--- src/logic/pmwh_regs.svh ---
`ifndef PMWH_REGS_SVH
`define PMWH_REGS_SVH
// ----------------------------------------
// timing, in ns as printed, and rounding
// ----------------------------------------
`define PMWH_CLK_NS      5
`define PMWH_LMAX_NS     200
`define PMWH_LMIN_NS     40
`define PMWH_DHC_NS      250
`define PMWH_DH_NS       250
`define PMWH_BYTE_NS     86806
`define PMWH_CYC_UP(ns)  (((ns) + `PMWH_CLK_NS - 1) / `PMWH_CLK_NS)
`define PMWH_TIMER_W     16
// ----------------------------------------
// command frames: opcode, p0, p1
// ----------------------------------------
`define PMWH_OP_SCAN     8'h10
`define PMWH_OP_TLDIS    8'h20
`define PMWH_OP_NVS      8'h30
`define PMWH_NVS_SYS_ADR 8'h62
`define PMWH_NVS_XTAL_B  1
`define PMWH_FRAME_LAST  2'h2
// ----------------------------------------
// event bytes
// ----------------------------------------
`define PMWH_EV_TLDIS    8'hA0
`define PMWH_EV_TLEN     8'hA1
`define PMWH_EV_LINK     8'hA2
`define PMWH_EV_DATA     8'hA3
`define PMWH_EV_END      8'h03
// ----------------------------------------
// host software registers
// ----------------------------------------
`define PMWH_HREG_CMD    2'h0
`define PMWH_HREG_WAKE   2'h1
`define PMWH_HREG_STAT   2'h2
`endif

--- src/logic/pmwh_pkg.sv ---
package pmwh_pkg;
  typedef enum logic [5:0] {
    deep_sleep_mode    = 6'h01,
    command_idle_mode  = 6'h02,
    standby_scan_mode  = 6'h04,
    boot_default_mode  = 6'h08,
    linked_sleep_mode  = 6'h10,
    full_activity_mode = 6'h20
  } pmwh_mode_t;
  typedef enum logic [5:0] {
    ds_flow      = 6'h01,
    ds_cfm       = 6'h02,
    ds_redef     = 6'h04,
    ds_sleep     = 6'h08,
    ds_wake_host = 6'h10,
    ds_tx_ev     = 6'h20
  } pmwh_dst_t;
  typedef enum logic [3:0] {
    hs_awake   = 4'h1,
    hs_holdoff = 4'h2,
    hs_sleep   = 4'h4,
    hs_waking  = 4'h8
  } pmwh_hst_t;
endpackage

--- src/logic/pmwh_if.sv ---
`timescale 1ns/1ps
// ----------------------------------------
// null-modem link: each rts feeds the other side's cts
// ----------------------------------------
interface pmwh_if;
  logic       dev_rts;
  logic       host_rts;
  logic       d2h_valid;
  logic [7:0] d2h_data;
  logic       h2d_valid;
  logic [7:0] h2d_data;
  modport dev_mp  (output dev_rts, d2h_valid, d2h_data,
                   input  host_rts, h2d_valid, h2d_data);
  modport host_mp (output host_rts, h2d_valid, h2d_data,
                   input  dev_rts, d2h_valid, d2h_data);
endinterface

--- src/logic/pmwh_delay.sv ---
`timescale 1ns/1ps
// ----------------------------------------
// one-shot down counter, done pulses when count_in cycles have passed
// ----------------------------------------
module pmwh_delay #(
  parameter int unsigned W = 16
) (
  // clock and reset
  input  wire logic         clk_in,
  input  wire logic         rst_n_in,
  // control
  input  wire logic         start_in,
  input  wire logic [W-1:0] count_in,
  // status
  output logic              busy_out,
  output logic              done_out
);
  typedef struct packed {
    logic [W-1:0] cnt;
    logic         busy;
    logic         done;
  } pmwh_dly_t;
  pmwh_dly_t s_r;
  pmwh_dly_t s_nxt;

  always_comb begin
    s_nxt      = s_r;
    s_nxt.done = 1'b0;
    if (start_in) begin
      s_nxt.cnt  = count_in;
      s_nxt.busy = 1'b1;
    end else if (s_r.busy) begin
      s_nxt.cnt = s_r.cnt - 1'b1;
      if (s_r.cnt <= W'(1)) begin
        s_nxt.busy = 1'b0;
        s_nxt.done = 1'b1;
      end
    end
  end

  always_ff @(posedge clk_in or negedge rst_n_in) begin
    if (!rst_n_in) begin
      s_r <= '0;
    end else begin
      s_r <= s_nxt;
    end
  end

  assign busy_out = s_r.busy;
  assign done_out = s_r.done;
endmodule

--- src/logic/pmwh_device.sv ---
// Notes on behaviour
// - six modes from uart and radio state
// - lines: flow control on, wake-up when off
// - boot into boot_default_mode, scanning on
// - link with uart on gives full_activity_mode
// - scan command zero/zero stops scanning
// - scan off and no link, then disable reaches deep sleep
// - transport disable accepted while the uart runs, except during confirm
// - disable stops interpreter and idle hardware
// - standby scan: incoming link wakes host
// - linked sleep: link or data wakes host
// - crystal setting off, enabled by bit cleared
// - crystal gates radio off between scans in standby scan only
// - confirm first, then lines become wake-up
// - lines cross-wired, device rts wakes host
// - host watches its cts for wake
// - wake-up use idles high, falling edge wakes
// - last confirm byte out before role change
// - cts becomes wake input after redefine delay
// - host waits holdoff before its first wake
// - host wake answered by enabled, then pending
// - host silent until transport-enabled event
`timescale 1ns/1ps
`include "pmwh_regs.svh"
module pmwh_device #(
  parameter int unsigned TW       = `PMWH_TIMER_W,
  parameter int unsigned DHC_CYC  = `PMWH_CYC_UP(`PMWH_DHC_NS),
  parameter int unsigned BYTE_CYC = `PMWH_CYC_UP(`PMWH_BYTE_NS)
) (
  // clock and reset
  input  wire logic          CORE_CLK_IN,
  input  wire logic          RST_N_IN,
  // radio events
  input  wire logic          LINK_UP_IN,
  input  wire logic          LINK_DOWN_IN,
  input  wire logic          RX_DATA_IN,
  input  wire logic          XTAL_FITTED_IN,
  // host link
  pmwh_if.dev_mp             LINK,
  // power status
  output pmwh_pkg::pmwh_mode_t MODE_OUT,
  output logic               UART_ON_OUT,
  output logic               DISCOVER_OUT,
  output logic               CONNECT_OUT,
  output logic               RADIO_GAP_OFF_OUT,
  output logic               XTAL_USE_OUT
);
  import pmwh_pkg::*;

  typedef struct packed {
    pmwh_mode_t      mode;
    pmwh_dst_t       st;
    logic            uart_en;
    logic            disc;
    logic            conn;
    logic            link;
    logic            xtal_nvs;
    logic            xtal_use;
    logic            radio_gap;
    logic            cts_prev;
    logic            rts;
    logic            pend;
    logic            tx_valid;
    logic [7:0]      tx_data;
    logic [3:0][7:0] tx_buf;
    logic [2:0]      tx_idx;
    logic [2:0]      tx_len;
    logic [1:0]      rx_idx;
    logic [7:0]      rx_op;
    logic [7:0]      rx_p0;
  } pmwh_dev_t;

  pmwh_dev_t s_r;
  pmwh_dev_t s_nxt;
  logic      dhc_start;
  logic      dhc_done;
  logic      byte_start;
  logic      byte_busy;
  logic      tx_fin;
  logic      wake_evt;
  logic      cts_fall;

  // ----------------------------------------
  // mode table
  // ----------------------------------------
  function automatic pmwh_mode_t mode_of(input logic uart, input logic lnk,
                                         input logic scan);
    mode_of = uart ? boot_default_mode : standby_scan_mode;
    if (lnk) begin
      mode_of = uart ? full_activity_mode : linked_sleep_mode;
    end else if (!scan) begin
      mode_of = uart ? command_idle_mode : deep_sleep_mode;
    end
  endfunction

  // ----------------------------------------
  // timers
  // ----------------------------------------
  pmwh_delay #(.W(TW)) u_dhc (
    .clk_in   (CORE_CLK_IN),
    .rst_n_in (RST_N_IN),
    .start_in (dhc_start),
    .count_in (TW'(DHC_CYC)),
    .busy_out (),
    .done_out (dhc_done)
  );

  // models the shift time of one byte on the wire
  pmwh_delay #(.W(TW)) u_byte (
    .clk_in   (CORE_CLK_IN),
    .rst_n_in (RST_N_IN),
    .start_in (byte_start),
    .count_in (TW'(BYTE_CYC)),
    .busy_out (byte_busy),
    .done_out ()
  );

  // ----------------------------------------
  // next state
  // ----------------------------------------
  always_comb begin
    s_nxt          = s_r;
    s_nxt.tx_valid = 1'b0;
    s_nxt.cts_prev = LINK.host_rts;
    dhc_start      = 1'b0;
    byte_start     = 1'b0;
    tx_fin   = (s_r.tx_idx == s_r.tx_len) && !byte_busy && !s_r.tx_valid;
    cts_fall = s_r.cts_prev && !LINK.host_rts;
    wake_evt = ((s_r.mode == standby_scan_mode) && LINK_UP_IN)
            || ((s_r.mode == linked_sleep_mode) && (LINK_UP_IN || RX_DATA_IN));

    if (LINK_UP_IN) begin
      s_nxt.link = 1'b1;
    end else if (LINK_DOWN_IN) begin
      s_nxt.link = 1'b0;
    end

    // a single pending cause is kept; the newest wins
    if (wake_evt) begin
      s_nxt.pend      = 1'b1;
      s_nxt.tx_buf[2] = LINK_UP_IN ? `PMWH_EV_LINK : `PMWH_EV_DATA;
      s_nxt.tx_buf[3] = `PMWH_EV_END;
    end

    // frames are only heard while the interpreter runs
    // still heard while pending events drain: the host may talk once enabled is seen
    if (s_r.uart_en && (s_r.st != ds_cfm) && LINK.h2d_valid) begin
      unique case (s_r.rx_idx)
        2'h0: begin
          s_nxt.rx_op  = LINK.h2d_data;
          s_nxt.rx_idx = 2'h1;
        end
        2'h1: begin
          s_nxt.rx_p0  = LINK.h2d_data;
          s_nxt.rx_idx = `PMWH_FRAME_LAST;
        end
        default: begin
          s_nxt.rx_idx = 2'h0;
          if (s_r.rx_op == `PMWH_OP_SCAN) begin
            s_nxt.disc = (s_r.rx_p0 != 8'h00);
            s_nxt.conn = (LINK.h2d_data != 8'h00);
          end else if ((s_r.rx_op == `PMWH_OP_NVS)
                    && (s_r.rx_p0 == `PMWH_NVS_SYS_ADR)) begin
            s_nxt.xtal_nvs = !LINK.h2d_data[`PMWH_NVS_XTAL_B];
          end else if (s_r.rx_op == `PMWH_OP_TLDIS) begin
            s_nxt.tx_buf[0] = `PMWH_EV_TLDIS;
            s_nxt.tx_buf[1] = `PMWH_EV_END;
            s_nxt.tx_idx    = 3'h0;
            s_nxt.tx_len    = 3'h2;
            s_nxt.st        = ds_cfm;
          end
        end
      endcase
    end

    // ----------------------------------------
    // byte sender, paced by cts while the uart runs
    // ----------------------------------------
    if ((s_r.tx_idx != s_r.tx_len) && !byte_busy && !s_r.tx_valid
        && s_r.uart_en && !LINK.host_rts) begin
      s_nxt.tx_valid = 1'b1;
      s_nxt.tx_data  = s_r.tx_buf[s_r.tx_idx[1:0]];
      s_nxt.tx_idx   = s_r.tx_idx + 3'h1;
      byte_start     = 1'b1;
    end

    // ----------------------------------------
    // line role sequencing
    // ----------------------------------------
    unique case (s_r.st)
      ds_flow: begin
        s_nxt.rts = 1'b0;
      end
      ds_cfm: begin
        if (tx_fin) begin
          s_nxt.uart_en = 1'b0;
          s_nxt.rts     = 1'b1;
          s_nxt.pend    = 1'b0;
          dhc_start     = 1'b1;
          s_nxt.st      = ds_redef;
        end
      end
      ds_redef: begin
        // cts is ambiguous here and is not looked at
        if (dhc_done) begin
          s_nxt.st = ds_sleep;
        end
      end
      ds_sleep: begin
        if (cts_fall) begin
          s_nxt.uart_en   = 1'b1;
          s_nxt.rts       = 1'b0;
          s_nxt.tx_buf[0] = `PMWH_EV_TLEN;
          s_nxt.tx_buf[1] = `PMWH_EV_END;
          s_nxt.tx_idx    = 3'h0;
          s_nxt.tx_len    = (s_r.pend || wake_evt) ? 3'h4 : 3'h2;
          s_nxt.pend      = 1'b0;
          s_nxt.st        = ds_tx_ev;
        end else if (s_r.pend) begin
          s_nxt.rts = 1'b0;
          s_nxt.st  = ds_wake_host;
        end
      end
      ds_wake_host: begin
        // host answers by returning its rts to ready
        if (!LINK.host_rts) begin
          s_nxt.uart_en   = 1'b1;
          s_nxt.tx_buf[0] = `PMWH_EV_TLEN;
          s_nxt.tx_buf[1] = `PMWH_EV_END;
          s_nxt.tx_idx    = 3'h0;
          s_nxt.tx_len    = 3'h4;
          s_nxt.pend      = 1'b0;
          s_nxt.st        = ds_tx_ev;
        end
      end
      ds_tx_ev: begin
        if (tx_fin && (s_nxt.st == ds_tx_ev)) begin
          s_nxt.st = ds_flow;
        end
      end
    endcase

    s_nxt.mode = mode_of(s_nxt.uart_en, s_nxt.link, s_nxt.disc || s_nxt.conn);
    s_nxt.xtal_use  = s_nxt.xtal_nvs && XTAL_FITTED_IN;
    s_nxt.radio_gap = s_nxt.xtal_use && (s_nxt.mode == standby_scan_mode);
  end

  // ----------------------------------------
  // state register
  // ----------------------------------------
  always_ff @(posedge CORE_CLK_IN or negedge RST_N_IN) begin
    if (!RST_N_IN) begin
      s_r          <= '0;
      s_r.mode     <= boot_default_mode;
      s_r.st       <= ds_flow;
      s_r.uart_en  <= 1'b1;
      s_r.disc     <= 1'b1;
      s_r.conn     <= 1'b1;
    end else begin
      s_r <= s_nxt;
    end
  end

  // ----------------------------------------
  // outputs
  // ----------------------------------------
  assign LINK.dev_rts       = s_r.rts;
  assign LINK.d2h_valid     = s_r.tx_valid;
  assign LINK.d2h_data      = s_r.tx_data;
  assign MODE_OUT           = s_r.mode;
  assign UART_ON_OUT        = s_r.uart_en;
  assign DISCOVER_OUT       = s_r.disc;
  assign CONNECT_OUT        = s_r.conn;
  assign RADIO_GAP_OFF_OUT  = s_r.radio_gap;
  assign XTAL_USE_OUT       = s_r.xtal_use;
endmodule

--- src/flat_wrapper.sv ---
// flat-port wrapper written by rule: the top's interface ports become plain ports
module pmwh_device_flat import pmwh_pkg::*;
#(
  parameter int unsigned TW       = `PMWH_TIMER_W,
  parameter int unsigned DHC_CYC  = `PMWH_CYC_UP(`PMWH_DHC_NS),
  parameter int unsigned BYTE_CYC = `PMWH_CYC_UP(`PMWH_BYTE_NS)
)
  (CORE_CLK_IN, RST_N_IN, LINK_UP_IN, LINK_DOWN_IN, RX_DATA_IN, XTAL_FITTED_IN, MODE_OUT, UART_ON_OUT, DISCOVER_OUT, CONNECT_OUT, RADIO_GAP_OFF_OUT, XTAL_USE_OUT, LINK_dev_rts, LINK_d2h_valid, LINK_d2h_data, LINK_host_rts, LINK_h2d_valid, LINK_h2d_data);
  pmwh_if LINK_i ();
  input  wire logic CORE_CLK_IN;
  input  wire logic RST_N_IN;
  input  wire logic LINK_UP_IN;
  input  wire logic LINK_DOWN_IN;
  input  wire logic RX_DATA_IN;
  input  wire logic XTAL_FITTED_IN;
  output pmwh_pkg::pmwh_mode_t MODE_OUT;
  output logic UART_ON_OUT;
  output logic DISCOVER_OUT;
  output logic CONNECT_OUT;
  output logic RADIO_GAP_OFF_OUT;
  output logic XTAL_USE_OUT;
  output wire logic [$bits(LINK_i.dev_rts)-1:0] LINK_dev_rts;
  output wire logic [$bits(LINK_i.d2h_valid)-1:0] LINK_d2h_valid;
  output wire logic [$bits(LINK_i.d2h_data)-1:0] LINK_d2h_data;
  input wire logic [$bits(LINK_i.host_rts)-1:0] LINK_host_rts;
  input wire logic [$bits(LINK_i.h2d_valid)-1:0] LINK_h2d_valid;
  input wire logic [$bits(LINK_i.h2d_data)-1:0] LINK_h2d_data;
  assign LINK_dev_rts = LINK_i.dev_rts;
  assign LINK_d2h_valid = LINK_i.d2h_valid;
  assign LINK_d2h_data = LINK_i.d2h_data;
  assign LINK_i.host_rts = LINK_host_rts;
  assign LINK_i.h2d_valid = LINK_h2d_valid;
  assign LINK_i.h2d_data = LINK_h2d_data;
  pmwh_device #(.TW(TW), .DHC_CYC(DHC_CYC), .BYTE_CYC(BYTE_CYC)) u_core (.CORE_CLK_IN(CORE_CLK_IN), .RST_N_IN(RST_N_IN), .LINK_UP_IN(LINK_UP_IN), .LINK_DOWN_IN(LINK_DOWN_IN), .RX_DATA_IN(RX_DATA_IN), .XTAL_FITTED_IN(XTAL_FITTED_IN), .LINK(LINK_i), .MODE_OUT(MODE_OUT), .UART_ON_OUT(UART_ON_OUT), .DISCOVER_OUT(DISCOVER_OUT), .CONNECT_OUT(CONNECT_OUT), .RADIO_GAP_OFF_OUT(RADIO_GAP_OFF_OUT), .XTAL_USE_OUT(XTAL_USE_OUT));
endmodule
--- config.mk ---
export PLATFORM = sky130hd
export DESIGN_NAME = pmwh_device_flat
export DESIGN_NICKNAME = d
export VERILOG_FILES = /design/src/logic/pmwh_pkg.sv /design/src/logic/pmwh_if.sv /design/src/logic/pmwh_delay.sv /design/src/logic/pmwh_device.sv /design/src/flat_wrapper.sv
export VERILOG_INCLUDE_DIRS = /design/src /design/src/logic
export SDC_FILE = /design/constraint.sdc
export NUM_CORES = 1
export LEC_CHECK = 0
export BUFFER_PORTS_ARGS = -buffer_cell sky130_fd_sc_hd__buf_4
export CAP_MARGIN = 10
export CORE_ASPECT_RATIO = 0.75
export CORE_MARGIN = 3
export CORE_UTILIZATION = 46
export DETAILED_ROUTE_END_ITERATION = 10
export PLACE_DENSITY_LB_ADDON = 0.25
export SYNTH_ARGS = -nofsm -noshare
export SYNTH_HDL_FRONTEND = slang
export SYNTH_SLANG_ARGS = --single-unit
--- constraint.sdc ---
create_clock -name CORE_CLK_IN -period 1.95 [get_ports CORE_CLK_IN]
set_input_delay 0.0975 -clock CORE_CLK_IN [delete_from_list [all_inputs] [get_ports CORE_CLK_IN]]
set_output_delay 0.0975 -clock CORE_CLK_IN [all_outputs]
set_load 0.03 [all_outputs]
== After elaboration in Yosys (flattened, before gate mapping) ==
Cells that the tools add are included.

* Output and inout bits: 21
* Logic and storage cells: 150
* Register bits: 115

* Reductions and logical operators: 33
* Equal/unequal tests: 20
* Muxes and demuxes: 63
* $add $sub $neg: 3
* $lt $le $gt $ge: 3

{| class="wikitable"
|+ Operator list
! cell !! count
|-
| $mux W22 || 6
|-
| $mux W6 || 12
|-
| $pmux W22 S2 || 1
|-
| $mux W40 || 1
|-
| $mux W18 || 2
|-
| $mux W17 || 2
|-
| $le A16 B1 Y1 const B || 2
|-
| $sub A16 B1 Y16 const B || 2
|-
| $pmux W6 S5 || 1
|-
| $mux W8 || 3
|-
| $eq A6 B3 Y1 const B || 3
|-
| $mux W1 || 17
|-
| $bmux W8 S2 || 1
|-
| $eq A8 B6 Y1 const B || 2
|-
| $reduce_bool A8 Y1 || 2
|-
| $logic_and A1 B1 Y1 || 15
|-
| $mux W2 || 7
|-
| $mux W7 || 2
|-
| $eq A6 B5 Y1 const B || 2
|-
| $eq A6 B6 Y1 const B || 2
|-
| $mux W9 || 1
|-
| $pmux W1 S3 || 3
|-
| $eq A8 B5 Y1 const B || 1
|-
| $eq A8 B7 Y1 const B || 1
|-
| other kinds (22) || 31
|}

== Depth between registers and ports, before layout ==
Gate-level depths: netlist of run 1.

* Depth in word-level cells: 13
* Depth in mapped cells: 8

== Hierarchy ==
Synthesis of run 1 repeated with hierarchy kept, for this count alone.

* Cell total of the unflattened synthesis: 508
* Area, all modules: 5499.0 um2

{| class="wikitable"
|+ Modules (own cells, without submodules)
! module !! sequential area each (um2) !! cells an instance !! area each (um2) !! instances
|-
| pmwh_device || 1833.0 || 294 || 3379.5 || 1
|-
| pmwh_delay || 450.4 || 107 || 1059.8 || 2
|}

== Worst setup path after synthesis of run 1 ==
OpenSTA, ideal clock, no wires.

* Path type: reg-to-reg
* Start: reg u_core.s_r (netlist bit u_core.UART_ON_OUT)
* End: reg u_core.s_r (netlist bit u_core.RADIO_GAP_OFF_OUT)
* Stages on the path, launching flop included: 7
* Slack: -115 ps
* Clock period less this slack: 2065 ps
* Arrival: 1960 ps
* Setup time: 105 ps
* Buffers on the path: 1
* Cell sequence: dfstp_2 > nand2_1 > a41o_1 > buf_6 > nor4_4 > mux2_2 > nor4b_1

{| class="wikitable"
|+ RTL lines
! item !! line !! text
|-
| from (decl) || pmwh_device.sv:73 || <nowiki>pmwh_dev_t s_r;</nowiki>
|-
| from (signal assigned) || pmwh_device.sv:260 || <nowiki>s_r <= s_nxt;</nowiki>
|}

==> results of run 1 <==
[sequential cells by signal, summed over array words and instances, names as in the netlist]
register and count:
u_core.LINK.d2h_valid 1, u_core.LINK.d2h_data 8, u_core.s_r 52, u_core.MODE_OUT 6
u_core.RADIO_GAP_OFF_OUT 1, u_core.XTAL_USE_OUT 1, u_core.UART_ON_OUT 1, u_core.u_dhc.busy_out 1
u_core.DISCOVER_OUT 1, u_core.LINK.dev_rts 1, u_core.u_byte.busy_out 1, u_core.u_dhc.s_r 16
u_core.u_byte.s_r 16, u_core.u_dhc.done_out 1, u_core.CONNECT_OUT 1
[power breakdown]
group          switching (mW)  total, mW  internal (mW)
clock                   0.846       1.77          0.927
combinational           0.356      0.792          0.436
sequential              0.190       2.66           2.47
[per-stage QoR]
stage	cell area, sq um	utilization (%)	hold slack, ns	setup WS [ns]	total power [mW]
global placement	5680	53.7	0.0832	-0.0855	3.28
floorplan	5140	-	-0.198	-0.0941	3.02
global route	6340	60.0	0.00854	-0.203	5.48
finish	6340	60.0	0.0229	-0.0866	5.22
CTS	6100	57.8	0.00266	-0.0818	5.14
detailed placement	5680	53.7	0.0879	-0.116	3.31
[cells in the mapped netlist (all sizes together), types with 3 or more instances]
cell type / instances
o21ai: 17
or4b: 3
a21o: 4
a21oi: 19
nand4: 7
clkbuf: 12
or4: 3
nand2b: 7
xnor2: 21
nor4: 15
mux2: 19
a31oi: 4
o31ai: 6
nor3: 13
dfrtp: 103
mux2i: 6
nand2: 47
or3: 13
buf: 20
ha: 5
nor2: 52
xor2: 10
nor2b: 3
nand3b: 4
dfstp: 5
nand3: 7
inv: 17
and4: 3
and2: 16
[cell families after synthesis]
logic type / Yosys count / synth area share (%)
muxes: 26 / 5.78
xor gates and xnor gates: 31 / 5.29
and+or+nand+nor: 202 / 21.1
buffers and inverters: 49 / 4.97
DFF: 108 / 52.8
AOI/OAI and AO/OA: 70 / 8.87
adders and majority gates: 5 / 1.22
[worst register-to-register path: cells and delay by family (launching register included)]
family / cells / cell delay (ns)
buf+inv: 1 / 0.14
flops: 1 / 0.38
mux: 1 / 0.25
simple gates: 4 / 1.22
[worst max path at each step]
stage	from	endpoint	slack (ns)
5_1_grt	u_core.s_r[0]	u_core.RADIO_GAP_OFF_OUT	-0.20
6_report	u_core.s_r[0]	u_core.XTAL_USE_OUT	-0.09
3_3_place_gp	u_core.s_r[0]	u_core.RADIO_GAP_OFF_OUT	-0.09
4_1_cts	u_core.s_r[0]	u_core.XTAL_USE_OUT	-0.08
2_1_floorplan	u_core.UART_ON_OUT	u_core.s_r[79]	-0.09
3_5_place_dp	u_core.s_r[0]	u_core.RADIO_GAP_OFF_OUT	-0.12
[cell type report]
cell class	instances	area [sq um]	area share, %
tap	136	170	2.68
clock buffer	10	239	3.77
inverter	17	66.3	1.05
multi-input combinational	335	2350	37.1
sequential	108	2710	42.7
timing repair buffer	86	748	11.8
clock inverter	6	53.8	0.849
[repair_timing]
action / 4_1_cts / 5_1_grt
gates cloned: 0 / 2
hold endpoints to repair: 45 / 0
endpoints found under the setup margin: 15 / 37
pin swaps: 1 / 10
buffers inserted: 1 / 3
resized for setup: 3 / 35
hold buffers: 11 / 0
[metal layers]
metal  wire length, um  up-vias  global-route usage [%]
met5                 0        -                       0
met4               193        0                    5.30
met3               491       16                    3.96
met2              5070       98                    25.7
met1              5160     1844                    26.7
li1                  -     1832                       -
==> run summary, run 1 <==
Outcome -> finished with violations
Failing checks -> negative setup slack
Most area-consuming cells after synthesis -> dfrtp_1, nor2_1, xnor2_1, nand2_1, dfstp_2
Initial DRC Count -> 218
Critical path depth in cells -> 6
Syn nets -> 512
Final cell count without fillers -> 698
Crit. End Element -> register
Startpoint types -> register
Min-delay src -> LINK_h2d_data[3]
Grt total ovfl -> 0
Worst reg2reg endpoint -> u_core.XTAL_USE_OUT
Post-synth EDFFs -> 0
FF-to-FF path depth -> 6
Share of layout cells above drive strength 1 -> 26.7%
Post-route setup slack -> -0.0866 ns
Clk_lat worst skew -> 0.34 ns
Row count -> 32
Internal reg-to-reg setup slack -> -0.09 ns
Initial antenna violation count -> 0
Worst r2r src -> u_core.s_r[0]
Antenna Cells -> 0
Yosys cell types -> 65
Final wirelength -> 10900 um
Die X -> 128 um
Syn_area_per_cell -> 10.5 sq um
CP Max Fanout -> 2
First-pass GRT wire length -> 18100 um
Worst Skew -> 0.00982 ns
GP Congestion -> 0.893
DRC -> 0
Min-Delay Path Class -> input port to register
Rel. slew slack -> 65.4%
CP arrival -> 2.33 ns
DIE AREA -> 12500 sq um
Crit-path slowest cell -> or4_4
Post-synth top area share -> 50.2%
CTS tree -> yes
Number of global-route vias before repair -> 3652
Synth area leader -> dfrtp_1
Fmax -> 491 MHz
Crit share post-route -> 104%
Total GRT Usage -> 17.8%
Clk slew on worst S/H paths -> 0.07 ns
CTS Buffer Depth -> 2
Post-route minimum period -> 2.04 ns
Area Growth Syn to Fin -> 23.5%
Die H -> 97.5 um
Synth Cell Area -> 5130 sq um
Fraction of registers with async set or reset after synthesis -> 100%
WL/cell -> 15.6 um
Clk sinks -> 108
Critical path, cell by cell -> or4_4, or3_4, nor4_4, mux2i_1, buf_4, and2_4
Placed cell count -> 665
Critical path type -> register to register
Pre-antenna DRT Iters -> 5
NumNets Final -> 578
Initial Util -> 48.6%
Hold Path Stages -> 2
Core box area -> 10600 sq um
Worst min-delay path endpoint -> u_core.s_r[3]
# H-tree levels -> 3
Via density -> 5.43
Most frequent cells in the layout -> dfrtp_1, buf_4, nor2_1
IO Pins -> 37
Worst vdd ir -> 671 uV
Slew @ Worst Pin -> 0.515 ns
Leading cell type in the layout, fill and taps excluded -> dfrtp_1
Sequential area share after synthesis -> 52.8%
Port-buffer cells -> 36
Post-route ant nets -> 0
Total Neg Setup Slack -> -0.429 ns
Post-Synthesis Cells -> 491
Areal power density over the cells -> 824 nW/um^2
Flops & latches, synth -> 108
CP Buf/Inv Count -> 1
Final Hold Viols -> 0
Clock Tree Root -> clkbuf_16
Largest net degree at the start of global routing -> 70
Leak pwr -> 2.80 nW
Cts bufs inserted -> 9
RSZ-0062 raised after global routing -> true
FILL cells -> 869
Vias -> 3790
Worst Path Required -> 2.24 ns
Critical path's largest stage delay -> 0.53 ns
Fin. max-slew vios -> 0
HPWL after DPL -> 7550 um
Ys Warns -> 0
Family with the most delay on the worst path -> simple AND/OR/NAND/NOR gates
Setup Viol. Count Final -> 8
Ys flop type -> dfrtp_1
Max Cap Viol -> 0
(Power assumes the default switching activity.)
==> run 2, diff against run 1 <==
--- a/config.mk
+++ b/config.mk
@@ -11,6 +11,7 @@
 export CORE_ASPECT_RATIO = 0.75
 export CORE_MARGIN = 3
 export CORE_UTILIZATION = 46
+export CTS_BUF_LIST = sky130_fd_sc_hd__clkbuf_8
 export DETAILED_ROUTE_END_ITERATION = 10
 export PLACE_DENSITY_LB_ADDON = 0.25
 export SYNTH_ARGS = -nofsm -noshare
==> run 2 against run 1 <==
Compared with the run above:
- the run still ends with negative setup slack left
- critical path type unchanged
- register-to-register slack lost 0.03 ns
- via count is 1.2% higher
- clock-buffer cell count did not move
- die area unchanged
- flip-flop and latch count unchanged
- utilization shrank 1.1 points
- critical path depth fell by 1
- non-clock buffer count grew 1
==> run summary, run 2 (synthesis gave the netlist of run 1 again) <==
Pint -> 3.43 mW (-11%)
Core box area -> 10600 sq um (unchanged)
Worst min-delay path endpoint -> u_core.MODE_OUT[4]
Antenna Cells -> 0 (unchanged)
CP Buf/Inv Count -> 0 (-1)
Crit. End Element -> register
FF-to-FF path depth -> 5 (-1)
Sw Share -> 28.4% (+1.8 points)
Area Growth Syn to Fin -> 21.1%
Critical path, cell by cell -> nand2_2, a41o_4, or4b_2, o211ai_2, a21oi_1
Critical path's largest stage delay -> 0.80 ns (+0.27 ns)
Worst reg2reg endpoint -> u_core.s_r[23]
Final cell count without fillers -> 699 (+0.14%)
Worst vdd ir -> 605 uV (-9.7%)
DIE AREA -> 12500 sq um (unchanged)
Die H -> 97.5 um (unchanged)
Critical path type -> register to register
Min-delay src -> LINK_DOWN_IN
Pre-CTS setup slack -> -0.116 ns (unchanged)
Leading cell type in the layout, fill and taps excluded -> dfrtp_1
Fmax -> 483 MHz (-1.6%)
Max Cap Viol -> 0 (unchanged)
Clock Tree Root -> clkbuf_8
Most frequent cells in the layout -> dfrtp_1, buf_4, nor2_1
Initial DRC Count -> 227 (+4.1%)
Net Sw Power -> 1.36 mW (-2.2%)
Crit-path slowest cell -> or4b_2
Areal power density over the cells -> 771 nW/um^2 (-6.5%)
Biggest register -> u_core.s_r
Family with the most delay on the worst path -> simple AND/OR/NAND/NOR gates
RSZ-0062 raised after global routing -> true
Setup Viol. Count Final -> 9 (+1)
NumNets Final -> 579 (+0.17%)
Largest net degree at the start of global routing -> 70 (unchanged)
Hold Slack -> 0.111 ns (+0.0884 ns)
Cts bufs inserted -> 9 (unchanged)
Via density -> 5.49 (+1.1%)
Post-route minimum period -> 2.07 ns (+0.0326 ns)
GP Congestion -> 0.893 (unchanged)
Number of global-route vias before repair -> 3682 (+0.82%)
Clock group share of total power -> 27.9% (-6.0 points)
WL/cell -> 15.9 um (+1.9%)
Register share of total power -> 55.5% (+4.6 points)
Clk sinks -> 108 (unchanged)
CP arrival -> 2.35 ns (+0.02 ns)
Failing checks -> negative setup slack
Post-route ant nets -> 0 (unchanged)
Crit share post-route -> 106% (+1.7 points)
DRC -> 0 (unchanged)
Leak pwr -> 2.75 nW (-1.9%)
Share of layout cells above drive strength 1 -> 26.5% (-0.23 points)
Post-route setup slack -> -0.119 ns (-0.0326 ns)
Rel. slew slack -> 64.8% (-0.59 points)
Placed cell count -> 665 (unchanged)
Largest regs -> u_core.s_r (52), u_core.u_byte.s_r (16), u_core.u_dhc.s_r (16)
Clk slew on worst S/H paths -> 0.11 ns (+0.04 ns)
Total GRT Usage -> 18.1% (+0.27 points)
Startpoint types -> register
Worst Path Required -> 2.23 ns (about the same)
Outcome -> finished with violations
Combinational share of power -> 16.6% (+1.4 points)
Worst r2r src -> u_core.UART_ON_OUT
Max FFs per register -> 52 (unchanged)
Vias -> 3836 (+1.2%)
Pre-antenna DRT Iters -> 5 (unchanged)
Worst Skew -> 0.0187 ns (+0.00885 ns)
# H-tree levels -> 3 (unchanged)
Die X -> 128 um (unchanged)
Min-Delay Path Class -> input port to register
Internal reg-to-reg setup slack -> -0.12 ns (-0.03 ns)
HPWL after DPL -> 7550 um (unchanged)
Slew @ Worst Pin -> 0.523 ns (+0.00884 ns)
Grt total ovfl -> 0 (unchanged)
IO Pins -> 37 (unchanged)
Clk_lat worst skew -> 0.38 ns (+0.04 ns)
Port-buffer cells -> 36 (unchanged)
Hold Path Stages -> 4 (+2)
Row count -> 32 (unchanged)
First-pass GRT wire length -> 18300 um (+1.1%)
CTS tree -> yes
Final Hold Viols -> 0 (unchanged)
Initial Util -> 48.6% (unchanged)
Final wirelength -> 11100 um (+2.1%)
Fin. max-slew vios -> 0 (unchanged)
CTS Buffer Depth -> 2 (unchanged)
CP Max Fanout -> 6 (+4)
Initial antenna violation count -> 0 (unchanged)
## run 2: power by group through the flow
stage / clock network [mW] / logic (mW) / registers (mW)
after CTS: 1.37 / 0.681 / 2.62
after global placement: 0 / 0.636 / 2.64
after floorplan: 0 / 0.380 / 2.64
after detailed placement: 0 / 0.655 / 2.66
after global routing: 1.46 / 0.863 / 2.70
final: 1.33 / 0.796 / 2.66
## run 2: final cells by class
cell class / instances / area (sq um)
Inverter: 17 / 63.8
Clock inverter: 6 / 53.8
Multi-Input combinational cell: 335 / 2340
Tap cell: 136 / 170
Sequential cell: 108 / 2710
Clock buffer: 10 / 138
Fill cell: 883 / 4350
Timing Repair Buffer: 87 / 746
## run 2: tightest hold or removal path, cell delays in order
cell and delay (ns):
buf_4 0.11, inv_1 0.05, a21oi_1 0.11, nor2_1 0.09
## run 2: repair_timing
action / 4_1_cts / 5_1_grt
buffers inserted: 1 / 3
cloned: 0 / 2
hold endpoints to repair: 52 / 0
hold buffers: 12 / 0
pin swaps: 1 / 7
setup endpoints to repair: 15 / 41
gates resized for setup: 3 / 32
## run 2: worst max-delay path by stage
| stage | from | to | slack (ns) | cells after the start |
|---|---|---|---|---|
| after global placement | u_core.s_r[0] | u_core.RADIO_GAP_OFF_OUT | -0.09 | 5 |
| final | u_core.UART_ON_OUT | u_core.s_r[23] | -0.12 | 5 |
| after CTS | u_core.s_r[0] | u_core.XTAL_USE_OUT | -0.09 | 6 |
| after detailed placement | u_core.s_r[0] | u_core.RADIO_GAP_OFF_OUT | -0.12 | 5 |
| after global routing | u_core.s_r[0] | u_core.RADIO_GAP_OFF_OUT | -0.25 | 5 |
| after floorplan | u_core.UART_ON_OUT | u_core.s_r[79] | -0.09 | 7 |
## run 2: through the flow
stage	instance area (sq um)	util, %	total power, mW	TNS (ns)
final	6220	58.8	4.79	-0.672
after global routing	6220	58.8	5.02	-1.63
after CTS	6010	56.9	4.67	-0.169
after detailed placement	5680	53.7	3.31	-0.122
after global placement	5680	53.7	3.28	-0.0855
after floorplan	5140	-	3.02	-0.448
## run 2: layer usage
metal	routed length [um]	global-route usage, %	up-vias
met3	560	3.96	28
met5	0	0	-
li1	-	-	1828
met2	5070	25.6	119
met4	301	7.10	0
met1	5200	26.8	1861
